## src/common/sccx_pkg.sv

```systemverilog
// Operation
// Special code only while select is high
// Host sends only defined special codes
// Special codes are 8-bit binary byte values
// C0.1 sends -K28.5, then idle sequence
// C1.1 sends -K28.5, then ready sequence
// Host holds fill codes multiples of four
// Receiver reports K28.5 as C5.0/C1.7/C2.7
// C2.1 K28.5 by RD, next LSB adjusted
// C0.7 violation follows running disparity
// C0.7 equals send-violation input high
// Receiver C0.7 only for unknown characters
// C1.7 forces -K28.5; rx wrong RD+
// C2.7 forces +K28.5; rx wrong RD-
// C4.7 sends disparity violation character
// Receiver C4.7 on table hit, RD mismatch
package sccx_pkg;
    // Special character codes as seen on the byte pins
    localparam logic [7:0] SC_IDLE = 8'h20;
    localparam logic [7:0] SC_RRDY = 8'h21;
    localparam logic [7:0] SC_EOF = 8'h22;
    localparam logic [7:0] SC_K285 = 8'h05;
    localparam logic [7:0] SC_CRV = 8'hE0;
    localparam logic [7:0] SC_NK285 = 8'hE1;
    localparam logic [7:0] SC_PK285 = 8'hE2;
    localparam logic [7:0] SC_RDV = 8'hE4;
    localparam logic [7:0] SC_K28_LAST = 8'h07;
    localparam logic [7:0] SC_K_LAST = 8'h0B;
    // Data bytes used by the fill sequences
    localparam logic [7:0] D21_4 = 8'h95;
    localparam logic [7:0] D21_5 = 8'hB5;
    localparam logic [7:0] D10_2 = 8'h4A;
    // K byte values for the encoder
    localparam logic [4:0] K28_LOW = 5'h1C;
    localparam logic [7:0] K23_7 = 8'hF7;
    localparam logic [7:0] K27_7 = 8'hFB;
    localparam logic [7:0] K29_7 = 8'hFD;
    localparam logic [7:0] K30_7 = 8'hFE;
    // Raw ten-bit patterns, bit 9 is line bit a
    localparam logic [9:0] RAW_NK285 = 10'h0FA;
    localparam logic [9:0] RAW_PK285 = 10'h305;
    localparam logic [9:0] RAW_CRV_N = 10'h278;
    localparam logic [9:0] RAW_CRV_P = 10'h187;
    localparam logic [9:0] RAW_RDV_N = 10'h375;
    localparam logic [9:0] RAW_RDV_P = 10'h08A;
    localparam logic [3:0] ONES_NEUTRAL = 4'h5;
    localparam logic RD_RESET = 1'b0;

    typedef enum logic [4:0] {
        SCCX_FS_NONE = 5'b00001,
        SCCX_FS_K = 5'b00010,
        SCCX_FS_1 = 5'b00100,
        SCCX_FS_2 = 5'b01000,
        SCCX_FS_3 = 5'b10000
    } sccx_fill_t;

    typedef struct packed {
        logic raw_en;
        logic k;
        logic [7:0] byte_val;
        logic [9:0] raw;
    } sccx_tx_sym_t;

    typedef struct packed {
        logic sc;
        logic [7:0] byte_val;
    } sccx_rx_byte_t;
endpackage : sccx_pkg

```

## src/hw/sccx_codec.sv

```systemverilog
`timescale 1ns/1ps
`default_nettype none
module sccx_codec (
    input wire logic clk,
    input wire logic resetn,
    input wire logic tx_valid,
    input wire logic [7:0] tx_byte,
    input wire logic special_char_select,
    input wire logic send_violation_symbol,
    input wire logic tx_rd,
    output logic tx_sym_valid,
    output sccx_pkg::sccx_tx_sym_t tx_sym,
    input wire logic rx_valid,
    input wire logic [9:0] rx_char,
    input wire logic rx_tab_hit_neg,
    input wire logic rx_tab_hit_pos,
    input wire logic rx_tab_k,
    input wire logic [7:0] rx_tab_byte,
    output logic rx_out_valid,
    output sccx_pkg::sccx_rx_byte_t rx_out,
    output logic rx_rd
);

    ////////////////////////////////////////////////////////////////////////////
    // Transmit side
    // One byte in, one symbol out, no buffering
    sccx_pkg::sccx_fill_t fill_r;
    sccx_pkg::sccx_fill_t fill_nxt;
    logic fill_rrdy_r;
    logic eof_pend_r;
    sccx_pkg::sccx_tx_sym_t tx_sym_nxt;

    // Byte classification, special only with select high
    wire is_sc = tx_valid & special_char_select;

    // Fill codes share one sequencer
    wire is_idle = is_sc & (tx_byte == sccx_pkg::SC_IDLE);
    wire is_rrdy = is_sc & (tx_byte == sccx_pkg::SC_RRDY);
    wire is_fill = is_idle | is_rrdy;

    // Single-byte commands
    wire is_eof = is_sc & (tx_byte == sccx_pkg::SC_EOF);
    wire is_nk = is_sc & (tx_byte == sccx_pkg::SC_NK285);
    wire is_pk = is_sc & (tx_byte == sccx_pkg::SC_PK285);
    wire is_rdv = is_sc & (tx_byte == sccx_pkg::SC_RDV);

    // Plain K codes, two ranges with different mappings
    wire is_k28 = is_sc & (tx_byte <= sccx_pkg::SC_K28_LAST);
    wire is_kx = is_sc & (tx_byte > sccx_pkg::SC_K28_LAST) & (tx_byte <= sccx_pkg::SC_K_LAST);

    // Reserved codes fall back to a violation so garbage never looks legal
    wire is_rsv = is_sc & ~is_fill & ~is_eof & ~is_nk & ~is_pk & ~is_rdv & ~is_k28 & ~is_kx;

    // Violation input and C0.7 share one path so they cannot drift apart
    wire is_crv = tx_valid & (send_violation_symbol | (is_sc & (tx_byte == sccx_pkg::SC_CRV)) | is_rsv);

    // A change of fill code restarts at the comma
    wire fill_cont = is_fill & (fill_r != sccx_pkg::SCCX_FS_NONE) & (fill_rrdy_r == is_rrdy);

    // Comma opens a sequence and every fourth byte of a held one
    wire fill_start = is_fill & ~fill_cont;
    wire send_comma = fill_start | (fill_cont & (fill_r == sccx_pkg::SCCX_FS_K));

    // Fill sequence stepping; new data truncates a sequence in progress
    always_comb begin
        fill_nxt = sccx_pkg::SCCX_FS_NONE;
        // Comma always resets the step count
        if (send_comma) begin
            fill_nxt = sccx_pkg::SCCX_FS_1;
        end else if (fill_cont) begin
            case (fill_r)
                sccx_pkg::SCCX_FS_1: fill_nxt = sccx_pkg::SCCX_FS_2;
                sccx_pkg::SCCX_FS_2: fill_nxt = sccx_pkg::SCCX_FS_3;
                sccx_pkg::SCCX_FS_3: fill_nxt = sccx_pkg::SCCX_FS_K;
                // Stale state outside the loop goes idle
                default: fill_nxt = sccx_pkg::SCCX_FS_NONE;
            endcase
        end
    end

    // Second and third fill data bytes depend on idle or ready flavour
    wire [7:0] fill_tail = is_rrdy ? sccx_pkg::D10_2 : sccx_pkg::D21_5;
    wire [7:0] fill_data = (fill_r == sccx_pkg::SCCX_FS_1) ? sccx_pkg::D21_4 : fill_tail;

    // K byte for the plain special codes
    wire [7:0] kx_byte = (tx_byte[1:0] == 2'h0) ? sccx_pkg::K23_7 :
                         (tx_byte[1:0] == 2'h1) ? sccx_pkg::K27_7 :
                         (tx_byte[1:0] == 2'h2) ? sccx_pkg::K29_7 : sccx_pkg::K30_7;

    // K28.y keeps the low five bits and takes y from the code
    wire [7:0] k28_byte = {tx_byte[2:0], sccx_pkg::K28_LOW};

    // LSB after EOF uses the disparity at the start of this character
    wire [7:0] eof_fix = {tx_byte[7:1], ~tx_rd};

    // Symbol selection, violations first since they override the byte
    always_comb begin
        // Defaults give a plain data symbol
        tx_sym_nxt = '0;
        if (is_crv) begin
            tx_sym_nxt.raw_en = 1'b1;
            tx_sym_nxt.raw = tx_rd ? sccx_pkg::RAW_CRV_P : sccx_pkg::RAW_CRV_N;
        end else if (is_rdv) begin
            tx_sym_nxt.raw_en = 1'b1;
            tx_sym_nxt.raw = tx_rd ? sccx_pkg::RAW_RDV_P : sccx_pkg::RAW_RDV_N;
        end else if (send_comma | is_nk) begin
            tx_sym_nxt.raw_en = 1'b1;
            tx_sym_nxt.raw = sccx_pkg::RAW_NK285;
        end else if (is_pk) begin
            tx_sym_nxt.raw_en = 1'b1;
            tx_sym_nxt.raw = sccx_pkg::RAW_PK285;
        end else if (fill_cont) begin
            tx_sym_nxt.byte_val = fill_data;
        end else if (is_eof) begin
            tx_sym_nxt.k = 1'b1;
            tx_sym_nxt.byte_val = {sccx_pkg::SC_K285[2:0], sccx_pkg::K28_LOW};
        end else if (is_k28) begin
            tx_sym_nxt.k = 1'b1;
            tx_sym_nxt.byte_val = k28_byte;
        end else if (is_kx) begin
            tx_sym_nxt.k = 1'b1;
            tx_sym_nxt.byte_val = kx_byte;
            // Delimiter fix applies to plain data only
        end else if (eof_pend_r) begin
            tx_sym_nxt.byte_val = eof_fix;
        end else begin
            tx_sym_nxt.byte_val = tx_byte;
        end
    end

    // Transmit state and symbol register
    always_ff @(posedge clk) begin
        if (!resetn) begin
            fill_r <= sccx_pkg::SCCX_FS_NONE;
            fill_rrdy_r <= 1'b0;
            eof_pend_r <= 1'b0;
            tx_sym_valid <= 1'b0;
            tx_sym <= '0;
        end else begin
            // Fill state and flavour move every clock
            fill_r <= fill_nxt;
            fill_rrdy_r <= is_rrdy;
            // Pending EOF waits for the next presented byte
            if (tx_valid) begin
                eof_pend_r <= is_eof;
            end
            // Symbol follows the byte by exactly one clock
            tx_sym_valid <= tx_valid;
            tx_sym <= tx_sym_nxt;
        end
    end

    ////////////////////////////////////////////////////////////////////////////
    // Receive side
    // Data and other K codes are decoded by the external tables
    // Tracked disparity starts negative out of reset
    logic rd_r;
    sccx_pkg::sccx_rx_byte_t rx_nxt;

    // Disparity of the received character from its ones count
    logic [3:0] ones;
    always_comb begin
        ones = 4'h0;
        for (int i = 0; i < 10; i++) begin
            ones = ones + {3'h0, rx_char[i]};
        end
    end

    // More than five ones leaves a positive disparity
    wire char_pos = ones > sccx_pkg::ONES_NEUTRAL;
    wire char_neg = ones < sccx_pkg::ONES_NEUTRAL;
    // A neutral character keeps the tracked disparity
    wire rd_nxt = char_pos ? 1'b1 : (char_neg ? 1'b0 : rd_r);

    // Commas are caught here, the tables leave K28.5 out
    wire rx_nk = rx_char == sccx_pkg::RAW_NK285;
    wire rx_pk = rx_char == sccx_pkg::RAW_PK285;

    // Table hit in the column that matches the tracked disparity
    wire tab_hit = rx_tab_hit_neg | rx_tab_hit_pos;
    wire tab_rd_ok = rd_r ? rx_tab_hit_pos : rx_tab_hit_neg;

    // Report selection; fill codes are never produced here
    always_comb begin
        rx_nxt.sc = 1'b1;
        // Wrong-polarity commas take precedence over the plain comma
        if (rx_nk & rd_r) begin
            rx_nxt.byte_val = sccx_pkg::SC_NK285;
        end else if (rx_pk & ~rd_r) begin
            rx_nxt.byte_val = sccx_pkg::SC_PK285;
        end else if (rx_nk | rx_pk) begin
            rx_nxt.byte_val = sccx_pkg::SC_K285;
        end else if (!tab_hit) begin
            rx_nxt.byte_val = sccx_pkg::SC_CRV;
        end else if (!tab_rd_ok) begin
            rx_nxt.byte_val = sccx_pkg::SC_RDV;
        end else begin
            rx_nxt.sc = rx_tab_k;
            rx_nxt.byte_val = rx_tab_byte;
        end
    end

    // Receive state and output register
    always_ff @(posedge clk) begin
        if (!resetn) begin
            rd_r <= sccx_pkg::RD_RESET;
            rx_out_valid <= 1'b0;
            rx_out <= '0;
        end else begin
            rx_out_valid <= rx_valid;
            // Report and disparity hold across gaps
            if (rx_valid) begin
                rd_r <= rd_nxt;
                rx_out <= rx_nxt;
            end
        end
    end

    // Tracked disparity on a pin for error monitoring
    assign rx_rd = rd_r;

endmodule : sccx_codec
`default_nettype wire

```

## config.mk

```make
export PLATFORM = sky130hd
export DESIGN_NAME = sccx_codec
export DESIGN_NICKNAME = d
export VERILOG_FILES = /design/src/common/sccx_pkg.sv /design/src/hw/sccx_codec.sv
export SDC_FILE = /design/constraint.sdc
export NUM_CORES = 1
export LEC_CHECK = 0
export BUFFER_PORTS_ARGS = -buffer_cell sky130_fd_sc_hd__buf_2
export CAP_MARGIN = 5
export CORE_MARGIN = 2
export CORE_UTILIZATION = 40
export DETAILED_ROUTE_END_ITERATION = 16
export PLACE_DENSITY = 0.78
export SKIP_CTS_REPAIR_TIMING = 1
export SYNTH_ARGS = -nofsm -noshare
export SYNTH_HDL_FRONTEND = slang
export SYNTH_SLANG_ARGS = --single-unit
```

## constraint.sdc

```tcl
create_clock -name clk -period 3.75 [get_ports clk]
set_input_delay 0.75 -clock clk [delete_from_list [all_inputs] [get_ports clk]]
set_output_delay 0.75 -clock clk [all_outputs]
set_load 0.02 [all_outputs]
```

Word-level counts from Yosys, hierarchy flattened
Cells that the tools add are included.
Cells by class
  mux-type cells: 37
  reductions and logical operators: 6
  order comparisons: 5
  equal/unequal tests: 17
  add/subtract/negate cells: 9
  bitwise gates (word level): 43
Operators by type and width (count)
  $mux 8: 9
  $mux 10: 6
  $eq 8x8->1 const B: 4
  $and 1x1->1: 25
  $add 4x1->4: 6
  $eq 8x6->1 const B: 3
  $mux 9: 2
  $pmux 5 s3: 1
  $mux 1: 14
  $not 1->1: 11
  $eq 10x10->1 const B: 1
  $eq 10x8->1 const B: 1
  $mux 3: 3
  $gt 8x3->1 const B: 1
  $le 8x3->1 const B: 1
  $le 8x4->1 const B: 1
  $or 1x1->1: 7
  $reduce_or 6->1: 1
  $eq 5x2->1 const B: 1
  $eq 5x3->1 const B: 1
  $eq 5x4->1 const B: 1
  $eq 5x5->1 const B: 1
  $ne 5x1->1 const B: 1
  $reduce_or 5->1: 1
  14 further kinds: 14
Word-level totals
  input port bits: 36
  flip-flop bits (word level): 39
  output and inout bits: 32

Logic depth before layout (Yosys ltp)
Gate-level depths: netlist of run 1.
  word-level depth: 14
  mapped depth: 13
  depth with buffers taken out: 13

Worst setup path after synthesis of run 1
Ideal clock, no wire load.
  path kind: input-to-reg
  from: input rx_char[0]
  to: register rd_r, in the netlist rx_rd
  library setup time: 0.122 ns
  data arrival time: 3.505 ns
  required time: 3.628 ns
  stages: 13
  slack: 0.123 ns
  cell sequence: inv_1 fa_1 fa_1 fa_1 inv_1 ha_1 inv_1 fa_1 inv_1 a221oi_1 nor2b_1 o21ai_0 a21oi_1
On the way
  longest elaborated chain between the ends: 12
RTL lines
  from (decl): line sccx_codec.sv:14  | input wire logic [9:0] rx_char,
  $add 1x1->2 *: line sccx_codec.sv:165  | ones = ones + {3'h0, rx_char[i]};
  $add 2x1->3 *: line sccx_codec.sv:165
  $add 3x1->4 *: line sccx_codec.sv:165
  $add 4x1->4 * (6 in a row): line sccx_codec.sv:165
  $gt 4x3->1 or $lt 4x3->1 (tied branches): line sccx_codec.sv:170, sccx_codec.sv:171
  $reduce_bool 2->1 (no line)
  $reduce_and 2->1 (no line)
  to (signal assigned): line sccx_codec.sv:206  | rd_r <= sccx_pkg::RD_RESET;
  to (signal assigned): line sccx_codec.sv:213  | rd_r <= rd_nxt;
  to (decl): line sccx_codec.sv:157  | logic rd_r;
Every way passes the cells marked *; elsewhere a longest branch is shown, timed or not.
A chain may end at the register's enable or synchronous reset.

Final worst setup path of run 1
  from: input rx_char[5]
  to: register rd_r, in the netlist rx_rd
On the way
  longest elaborated chain between the ends: 8
RTL lines (line)
  $add 4x1->4 * (5 in a row): sccx_codec.sv:165
  $gt 4x3->1 or $lt 4x3->1 (tied branches): sccx_codec.sv:170, sccx_codec.sv:171
  $reduce_bool 2->1 (no line)
  $reduce_and 2->1 (no line)
Marked as above.

==> impl_results.md, run 1 <==
* Final Cycle Share at 95.9%
* CP Capture Type: flop
* Status: finished clean
* H-tree levels at 2
* Seq pwr share at 42.0%
* Register area share after synthesis at about a third
* P per Cell Area at between 300 and 400 nW/um2
* List of most frequent post-synthesis cells: 34 x dfxtp_1, 22 x inv_1, 15 x nand2_1, 15 x nor2_1, 14 x o21ai_0
* Total GRT Usage at 17.7%
* Worst-Skew Late Latency at around 290 ps
* WL met2 at 2400 um
* CTS tree: done
* Gate power share at 28.4%
* Period minus WS final at 3600 ps
* Post-layout util at 51.0%
* IO Count at 68
* Layout cell share with drive strength beyond 1 at 28.6%
* Antenna cell count at 0
* Crit-path leading delay family: adder cells
* Die width at 77.1 um
* CTS buffer count at 5
* Final Skew at 4.80 ps
* Top-area cell type share of the netlist area at 31.9%
* CP max FO at 3
* First-pass GRT wire length at 8560 um
* Most common cell in the netlist: dfxtp_1
* Setup violations, final at 0
* Async SR Flop Fraction at 0%
* Initial core utilization at 41.5%
* Endpoints failing hold at 0
* Syn Nets at 296
* Row cnt at 26
* Nets at 363
* Via Count at 2090
* Dominant cell type by area after synthesis: dfxtp_1
* Clk sinks at 34
* DIE HEIGHT at 77.1 um
* Routed Antenna Nets at 0
* Worst hold slack at 467 ps
* Slowest CP cell: fa_1
* Multi-input logic area at 1280 um2
* Core Box Area at 5140 um2
* Internal power at 0.640 mW
* Fillers at 498
* Synth Cell Area at 2130 um2
* Syn Inst Count at 250
* First drt pass iteration count at 4
* Clock power share at 29.7%
* Lkg Pwr at 1.23 nW
* Root Buffer: clkbuf_8
* Wire per inst at 13.3 um
* HP Class: reg2reg
* Worst-path clk slew at approximately 70 ps
* Post-Route WL at 5140 um
* Fmax at 278 MHz
* Top Metal Used: met4
* Number of synthesized flops with an enable pin at 0
* Area contributors post-synth: dfxtp_1 32%, fa_1 5.6%, inv_1 3.9%
* Warnings, synthesis at 0
* Headroom to the max-slew limit at 57.5%
* Max-slew violation count at 0
* Tightest Pin Transition at 629 ps
* DRT iter0 DRCs at 106
* Worst path cell trace: buf_2 -> fa_1 -> inv_1 -> fa_1 -> fa_1 -> inv_1 -> ha_1 -> inv_1 -> fa_1 -> inv_1 -> a221oi_1 -> nor2b_1 -> o21ai_1 -> a21oi_1
* Area Growth Syn to Fin at 22.9%
* Register area at a little under 700 um2
* Antenna violations before repair at 0
* Startpoint types: primary input
* Crit path buf inv count at 5
* Switching share of power at between 30% and 40%
* VDD IR max at 0.000240 V
* Post-synth cell types at 62
* Port Buf Inserts at 67
* Die area at roughly 6000 um2
* Switching pwr at between 0.2 and 0.3 mW
* DR DRC count at 0
* Detail Placement HPWL at 3920 um
* Vias in the first global route at 1884
* Required time of the critical path at 3920 ps
* Largest net degree at the start of global routing at 17
* Max Cap Viol at 0
* CTS Buffer Depth at 2
* CP Data Arrival Time at about 3800 ps
* GP Congestion at a little over 0.8
* Worst stage delay on the critical path at 540 ps
* Worst Setup Path Type: in2reg
* Total gr overflow at 0
* Vias per Instance at 5.39
* Met1 wire length at 2340 um
* Synth Flop Type: dfxtp_1
* Syn_area_per_cell at 8.54 um2
* RSZ-0062 raised after global routing: no
* Yosys reg bits at 34
* Met3 WL at ~330 um
==> per-layer routing <==
metal | GRT usage (%) | vias to the layer above
met5 | 0 | -
met4 | 6.25 | 0
met3 | 4.82 | 8
met2 | 27.9 | 76
met1 | 23.4 | 964
li1 | - | 1042
==> power by group through the flow <==
stage                     logic (mW)  clock network (mW)  registers (mW)
after global routing           0.296               0.302           0.395
after CTS                      0.265               0.285           0.393
final                          0.266               0.278           0.393
after global placement         0.253                   0           0.400
after floorplan                0.151                   0           0.424
after detailed placement       0.263                   0           0.400
==> cell families (layout without fill, tap and decap cells) <==
logic type | Yosys count | after routing | share of synthesized area (%)
adders and majority gates | 10 | 10 | 7.97
and+or+nand+nor | 101 | 101 | 28.7
muxes | 2 | 2 | 0.938
buffers and inverters | 38 | 106 | 8.03
xor gates and xnor gates | 4 | 4 | 1.64
AOI/OAI and AO/OA | 61 | 61 | 20.9
DFF | 34 | 34 | 31.9
==> cells in the final DEF, fill, tap and decap left out, types with 3 or more instances in the layout <==
cell	count
dfxtp_1	34
clkbuf_8	6
nor2b_1	3
and3_1	4
nand4_1	5
nand2_1	15
buf_4	7
and2_1	5
a21oi_1	13
ha_1	4
fa_1	6
nand3_1	5
a211oi_1	4
buf_2	67
nor2_1	15
inv_1	22
a21o_1	4
nand2b_1	9
nor4_1	8
nor3_1	12
xnor2_1	3
o21ai_0	13
==> final cells by class <==
cell class,count,area share [%]
Tap cell,70,3.34
Inverter,24,3.43
Clock inverter,2,0.477
Multi-Input combinational cell,178,48.9
Timing Repair Buffer,74,14.8
Clock buffer,6,3.15
Sequential cell,34,25.9
==> through the flow <==
stage | setup TNS [ps] | power, mW | instances | instance area (um2) | setup WS (ps)
finish | 0 | 0.937 | 388 | 2620 | 153
global route | 0 | 0.992 | 388 | 2620 | 30.9
detailed placement | -180 | 0.663 | 380 | 2530 | -180
CTS | 0 | 0.942 | 388 | 2620 | 132
global placement | -50.2 | 0.653 | 380 | 2530 | -50.2
floorplan | 0 | 0.575 | 250 | 2130 | 123
==> state kept, by name, summed over array words and instances, names as in the netlist <==
name / flops
fill_r: 5
rx_out_valid: 1
tx_sym: 15
rx_rd: 1
fill_rrdy_r: 1
tx_sym_valid: 1
rx_out: 9
eof_pend_r: 1
==> worst reg2reg max path, cell delays in order, from the launching register on <==
cell      delay [ps]
dfxtp_1          350
nor4_1           270
nand2_1          160
and3_1           220
or4_1            510
a211oi_1         240
==> worst paths after layout <==
path / startpoint / slack [ps] / end / cells after the start
max: rx_char[5] / 150 / rx_rd / 14
min: rx_out[4] / 470 / rx_out[4] / 2
max reg2reg: fill_r[4] / 1920 / tx_sym[10] / 5
min reg2reg: rx_out[4] / 470 / rx_out[4] / 2
No activity file was read; power rests on OpenSTA's default activity.
==> run 2: changes to the inputs <==
--- a/config.mk
+++ b/config.mk
@@ -5,6 +5,7 @@
 export SDC_FILE = /design/constraint.sdc
 export NUM_CORES = 1
 export LEC_CHECK = 0
+export ABC_AREA = 1
 export BUFFER_PORTS_ARGS = -buffer_cell sky130_fd_sc_hd__buf_2
 export CAP_MARGIN = 5
 export CORE_MARGIN = 2
==> run 2 against run 1 <==
Routed wire length fell by 7.2%; sequential share of layout area rose by 0.30 points; utilization fell by 0.58 points; synthesized cell count rose by 16%; via count fell by 2.9%; total power fell by 2.4%; critical path type unchanged.
==> impl_results.md, run 2 <==
* Status: finished clean
* Largest regs: tx_sym: 15 flops, rx_out: 9 flops, fill_r: 5 flops
* H-tree levels at 2 (unchanged)
* Layout cell share with drive strength beyond 1 at 33.3% (+4.7 points)
* Die area at 5930 um2 (about the same)
* Warnings, synthesis at 0 (unchanged)
* Area Growth Syn to Fin at 21.6%
* Placed instance count at 419 (+10%)
* Max-slew violation count at 0 (unchanged)
* Post-synth cell types at 38 (-39%)
* CP Capture Type: flop
* Total GRT Usage at 17.6% (-0.11 points)
* Syn_area_per_cell at 7.33 um2 (-14%)
* Detail Placement HPWL at 3950 um (+0.91%)
* Period minus WS final at 3310 ps (-284 ps)
* Root Buffer: clkbuf_8
* Area contributors post-synth: dfxtp_1 32%, inv_1 7.9%, nand2_1 7.6%
* Tightest Pin Transition at 604 ps (-24.7 ps)
* Fillers at 546 (+9.6%)
* First drt pass iteration count at 4 (unchanged)
* CTS Buffer Depth at 2 (unchanged)
* Commonest non-fill, non-tap cell in the layout: buf_2
* Port Buf Inserts at 67 (unchanged)
* Startpoint types: primary input
* Worst hold slack at 472 ps (+5.16 ps)
* Fmax at 302 MHz (+8.6%)
* Via Count at 2029 (-2.9%)
* Top-area cell type share of the netlist area at 31.9% (about the same)
* Worst stage delay on the critical path at 550 ps (about the same)
* CP max FO at 3 (unchanged)
* Worst Setup Path Type: in2reg
* Routed Antenna Nets at 0 (unchanged)
* Layout Cells excl Fill at 427 (+10%)
* Async SR Flop Fraction at 0% (unchanged)
* Yosys reg bits at 34 (unchanged)
* Lkg Pwr at 1.34 nW (+9.2%)
* Vias in the first global route at 1933 (+2.6%)
* Antenna cell count at 0 (unchanged)
* RSZ-0062 raised after global routing: no
* Register area share after synthesis at 31.9% (about the same)
* Die width at 77.0 um (about the same)
* P per Cell Area at 352 nW/um2 (-1.3%)
* Largest net degree at the start of global routing at 15 (-2)
* Row cnt at 26 (unchanged)
* VDD IR max at 0.000116 V (-51%)
* First-pass GRT wire length at 8500 um (-0.72%)
* HP Class: reg2reg
* Design area at 2590 um2 (-1.1%)
* Most common cell in the netlist: inv_1
* Initial core utilization at 41.5% (about the same)
* Synth Flop Type: dfxtp_1
* CP Data Arrival Time at 3470 ps (-300 ps)
* Post-DP Area at 2500 um2 (-1.0%)
* Max Cap Viol at 0 (unchanged)
* IO Count at 68 (unchanged)
* Total gr overflow at 0 (unchanged)
* Number of synthesized flops with an enable pin at 0 (unchanged)
* Setup TNS at 0 ps (unchanged)
* Nets at 402 (+11%)
* Syn Inst Count at 291 (+16%)
* Worst-Skew Late Latency at 290 ps (about the same)
* Vias per Instance at 4.75 (-12%)
* Slowest CP cell: fa_1
* List of most frequent post-synthesis cells: 45 x inv_1, 43 x nand2_1, 34 x dfxtp_1
* Clk sinks at 34 (unchanged)
* Final Cycle Share at 88.3% (-7.6 points)
* Final Skew at 2.90 ps (-1.90 ps)
* Dominant cell type by area after synthesis: dfxtp_1
* Antenna violations before repair at 0 (unchanged)
* Synth Cell Area at 2130 um2 (about the same)
* Core Box Area at 5140 um2 (unchanged)
* Max FFs per register at 15 (unchanged)
* DIE HEIGHT at 77.0 um (about the same)
* Syn Nets at 337 (+14%)
* Wire per inst at 11.2 um (-16%)
* Endpoints failing hold at 0 (unchanged)
* Commonest non-fill, non-tap cells in the layout: 67 x buf_2, 45 x inv_1, 43 x nand2_1
* Power Total at 0.914 mW (-2.4%)
* Most used cell along the critical path: fa_1
* Worst path cell trace: buf_2 -> fa_1 -> inv_1 -> fa_1 -> fa_1 -> inv_1 -> ha_1 -> inv_1 -> fa_1 -> o21ai_0 -> a21boi_0 -> o22ai_1
* CTS tree: done
* Setup violations, final at 0 (unchanged)
* Post-Route WL at 4780 um (-7.2%)
* CTS buffer count at 5 (unchanged)
* Worst-path clk slew at 60 ps (about the same)
* GP Congestion at 0.901 (+9.7%)
* DR DRC count at 0 (unchanged)
* Required time of the critical path at 3900 ps (-20 ps)
* Headroom to the max-slew limit at 59.4% (+1.8 points)
* DRT iter0 DRCs at 132 (+25%)
* Reg with most FFs: tx_sym
==> run 2: changes by cell type in the layout (fill, tap and decap cells not counted), moves of 11 or more <==
cell,delta
nor3_1,-11
inv_1,+23
nand2_1,+28
nor2_1,+15
nor2_2,+15
nand3_1,+12
==> run 2: final timing paths <==
check / end / start / cells after the start / slack, ps
max: rx_rd / rx_char[5] / 12 / 440
min: rx_out[2] / rx_out[2] / 2 / 470
max reg2reg: tx_sym[14] / fill_r[2] / 8 / 2140
min reg2reg: rx_out[2] / rx_out[2] / 2 / 470
==> run 2: cells by family after synthesis <==
group	count (synthesis)	share of synthesized area [%]
xor gates and xnor gates	1	0.411
DFF	34	31.9
muxes	1	0.469
adders and majority gates	10	7.98
buffers and inverters	64	12.3
and+or+nand+nor	137	35.0
AOI/OAI and AO/OA	44	12.0
==> run 2: final cells by class <==
| cell class | count | area [um2] | share of cell area (%) |
|---|---|---|---|
| multi-input combinational | 193 | 1190 | 45.9 |
| tap | 70 | 87.6 | 3.38 |
| clock buffer | 7 | 86.3 | 3.33 |
| timing repair buffer | 67 | 335 | 12.9 |
| inverter | 55 | 208 | 8.01 |
| clock inverter | 1 | 5.00 | 0.193 |
| sequential | 34 | 681 | 26.2 |
==> run 2: per-layer routing <==
layer  GRT usage (%)  share of wire, %  routed length [um]  up-vias
met2            29.6                47                2250       73
li1                -                 -                   -     1046
met4            6.79               2.1                  99        0
met3            4.00               6.9                 329       10
met5               0                 0                   0        -
met1            22.0                44                2100      900
==> run 2: critical path, delay by kind of cell <==
| family | cells | cell delay, ps |
|---|---|---|
| adders and majority gates | 5 | 2080 |
| AOI/OAI and AO/OA | 3 | 330 |
| buffers and inverters | 4 | 300 |
==> run 2: power breakdown <==
part | switching [mW] | total, mW | internal (mW)
registers | 0.0162 | 0.399 | 0.383
logic | 0.146 | 0.239 | 0.0926
clock network | 0.128 | 0.275 | 0.148
==> run 2: per-stage QoR <==
| stage | setup WS [ps] | util, % |
|---|---|---|
| 2_1_floorplan | 412 | - |
| 3_3_place_gp | 200 | 48.7 |
| 3_5_place_dp | 153 | 48.7 |
| 4_1_cts | 452 | 50.5 |
| 5_1_grt | 285 | 50.5 |
| 6_report | 437 | 50.5 |
==> run 3: changes to the inputs <==
--- a/config.mk
+++ b/config.mk
@@ -6,13 +6,14 @@
 export NUM_CORES = 1
 export LEC_CHECK = 0
 export ABC_AREA = 1
-export BUFFER_PORTS_ARGS = -buffer_cell sky130_fd_sc_hd__buf_2
 export CAP_MARGIN = 5
 export CORE_MARGIN = 2
 export CORE_UTILIZATION = 40
 export DETAILED_ROUTE_END_ITERATION = 16
-export PLACE_DENSITY = 0.78
+export DONT_BUFFER_PORTS = 1
+export PLACE_DENSITY = 0.66
 export SKIP_CTS_REPAIR_TIMING = 1
+export SKIP_LAST_GASP = 1
 export SYNTH_ARGS = -nofsm -noshare
 export SYNTH_HDL_FRONTEND = slang
 export SYNTH_SLANG_ARGS = --single-unit
==> run 3 against run 2 <==
Clock skew rose by 8.1 ps; via count fell by 13%; hold slack improved by 62 ps.
==> impl_results.md, run 3 (same netlist as run 2, synthesis figures left out) <==
* Status: finished clean
* Post-DP Area at 2170 um2 (-13%)
* CP Capture Type: flop
* RSZ-0062 raised after global routing: no
* Tightest Pin Transition at 573 ps (-31.0 ps)
* CTS tree: done
* Hold Path Depth at 2 (unchanged)
* Wire per inst at 12.3 um (+9.9%)
* GP Congestion at 0.846 (-6.0%)
* Most used cell along the critical path: fa_1
* Worst R2R Path Depth at 4 (-4)
* Layout Cells excl Fill at 360 (-16%)
* Worst hold slack at 534 ps (+62.1 ps)
* CP Depth at 11 (-1)
* IO Count at 68 (unchanged)
* VDD IR max at 0.000138 V (+18%)
* DIE HEIGHT at 77.0 um (unchanged)
* Max-slew violation count at 0 (unchanged)
* Max FFs per register at 15 (unchanged)
* Antenna violations before repair at 0 (unchanged)
* DRT iter0 DRCs at 80 (-39%)
* Commonest non-fill, non-tap cells in the layout: 45 x inv_1, 43 x nand2_1, 34 x dfxtp_1
* Vias per Instance at 4.91 (+3.2%)
* Die width at 77.0 um (unchanged)
* Final Skew at 11.0 ps (+8.13 ps)
* Period minus WS final at 3190 ps (-123 ps)
* CP max FO at 2 (-1)
* Design area at 2260 um2 (-13%)
* Lkg Pwr at 1.04 nW (-23%)
* Total GRT Usage at 15.8% (-1.8 points)
* Largest regs: tx_sym: 15 flops, rx_out: 9 flops, fill_r: 5 flops
* Crit path buf inv count at 3 (-1)
* Slowest CP cell: fa_1
* Worst-Skew Late Latency at 290 ps (about the same)
* Fmax at 313 MHz (+3.9%)
* Min-Delay Startpoint: fill_r[3]
* Worst stage delay on the critical path at 530 ps (-20 ps)
* Total gr overflow at 0 (unchanged)
* Final Cycle Share at 85.1% (-3.3 points)
* Nets at 335 (-17%)
* Power Total at 0.850 mW (-6.9%)
* Root Buffer: clkbuf_8
* Layout cell share with drive strength beyond 1 at 18.3% (-15 points)
* HP Class: reg2reg
* CP Data Arrival Time at 3340 ps (-130 ps)
* Required time of the critical path at 3900 ps (about the same)
* CTS buffer count at 5 (unchanged)
* Worst Setup Path Type: in2reg
* Max Cap Viol at 0 (unchanged)
* Startpoint types: primary input
* Antenna cell count at 0 (unchanged)
* Largest net degree at the start of global routing at 15 (unchanged)
* DR DRC count at 0 (unchanged)
* Row cnt at 26 (unchanged)
* Placed instance count at 352 (-16%)
* Core Box Area at 5140 um2 (unchanged)
* Initial core utilization at 41.5% (unchanged)
* First drt pass iteration count at 4 (unchanged)
* H-tree levels at 2 (unchanged)
* Crit-path leading delay family: adder cells
* Die area at 5930 um2 (unchanged)
* Commonest non-fill, non-tap cell in the layout: inv_1
* First-pass GRT wire length at 7590 um (-11%)
* Worst path cell trace: inv_1 -> fa_1 -> fa_1 -> fa_1 -> inv_1 -> ha_1 -> inv_1 -> fa_1 -> o21ai_0 -> a21boi_0 -> o22ai_1
* Worst hold endpoint: fill_r[4]
* Setup TNS at 0 ps (unchanged)
* Worst-path clk slew at 70 ps (about the same)
* Detail Placement HPWL at 3600 um (-8.9%)
* Via Count at 1766 (-13%)
* P per Cell Area at 377 nW/um2 (+7.0%)
* Reg2reg end: rx_out[3]
* R2r startpoint: rx_rd
* Area Growth Syn to Fin at 5.81%
* Clk sinks at 34 (unchanged)
* Setup violations, final at 0 (unchanged)
* Endpoints failing hold at 0 (unchanged)
* CTS Buffer Depth at 2 (unchanged)
* Reg with most FFs: tx_sym
* Headroom to the max-slew limit at 61.7% (+2.4 points)
* Routed Antenna Nets at 0 (unchanged)
* Port Buf Inserts at 0 (-100%)
* Vias in the first global route at 1707 (-12%)
* Reg2reg setup slack at 2110 ps (-30 ps)
* Post-Route WL at 4420 um (-7.4%)
run 3: cell types whose count changed in the layout (fill, tap and decap cells not counted), sizes merged:
cell,before,now
clkinvlp,0,1
buf,67,0
clkinv,5,6
clkbuf,7,5
run 3: report_power, final:
| group | leakage, nW | internal, mW | switching (mW) | total (mW) |
|---|---|---|---|---|
| sequential | 0.279 | 0.383 | 0.0502 | 0.433 |
| combinational | 0.712 | 0.0638 | 0.0866 | 0.150 |
| clock | 0.0441 | 0.130 | 0.137 | 0.267 |
run 3: area by class of cell:
| cell class | count | area, um2 |
|---|---|---|
| Clock buffer | 5 | 68.8 |
| Clock inverter | 3 | 21.3 |
| Fill cell | 535 | 2880 |
| Inverter | 55 | 208 |
| Multi-Input combinational cell | 193 | 1190 |
| Sequential cell | 34 | 681 |
| Tap cell | 70 | 87.6 |
run 3: worst register-to-register path: stages (launching register included):
cell and delay (ps):
dfxtp_1 620, mux2i_1 240, nor3_1 430, nand2_1 120
a21oi_1 160
run 3: through the flow:
step | setup WS (ps) | utilization (%)
2_1_floorplan | 412 | -
3_3_place_gp | 325 | 42.2
3_5_place_dp | 270 | 42.2
4_1_cts | 563 | 43.9
5_1_grt | 467 | 43.9
6_report | 560 | 43.9
run 3: per-layer routing:
layer,GRT usage [%],wire (um)
met1,19.4,2020
met2,25.6,2040
met3,5.65,330
met4,5.54,38
met5,0,0
run 3: worst max-delay path by stage:
stage               startpoint  endpoint  slack, ps
detailed placement  rx_char[0]     rx_rd        270
global route        rx_char[0]     rx_rd        470
finish              rx_char[0]     rx_rd        560
floorplan           rx_char[0]     rx_rd        410
global placement    rx_char[0]     rx_rd        320
CTS                 rx_char[0]     rx_rd        560
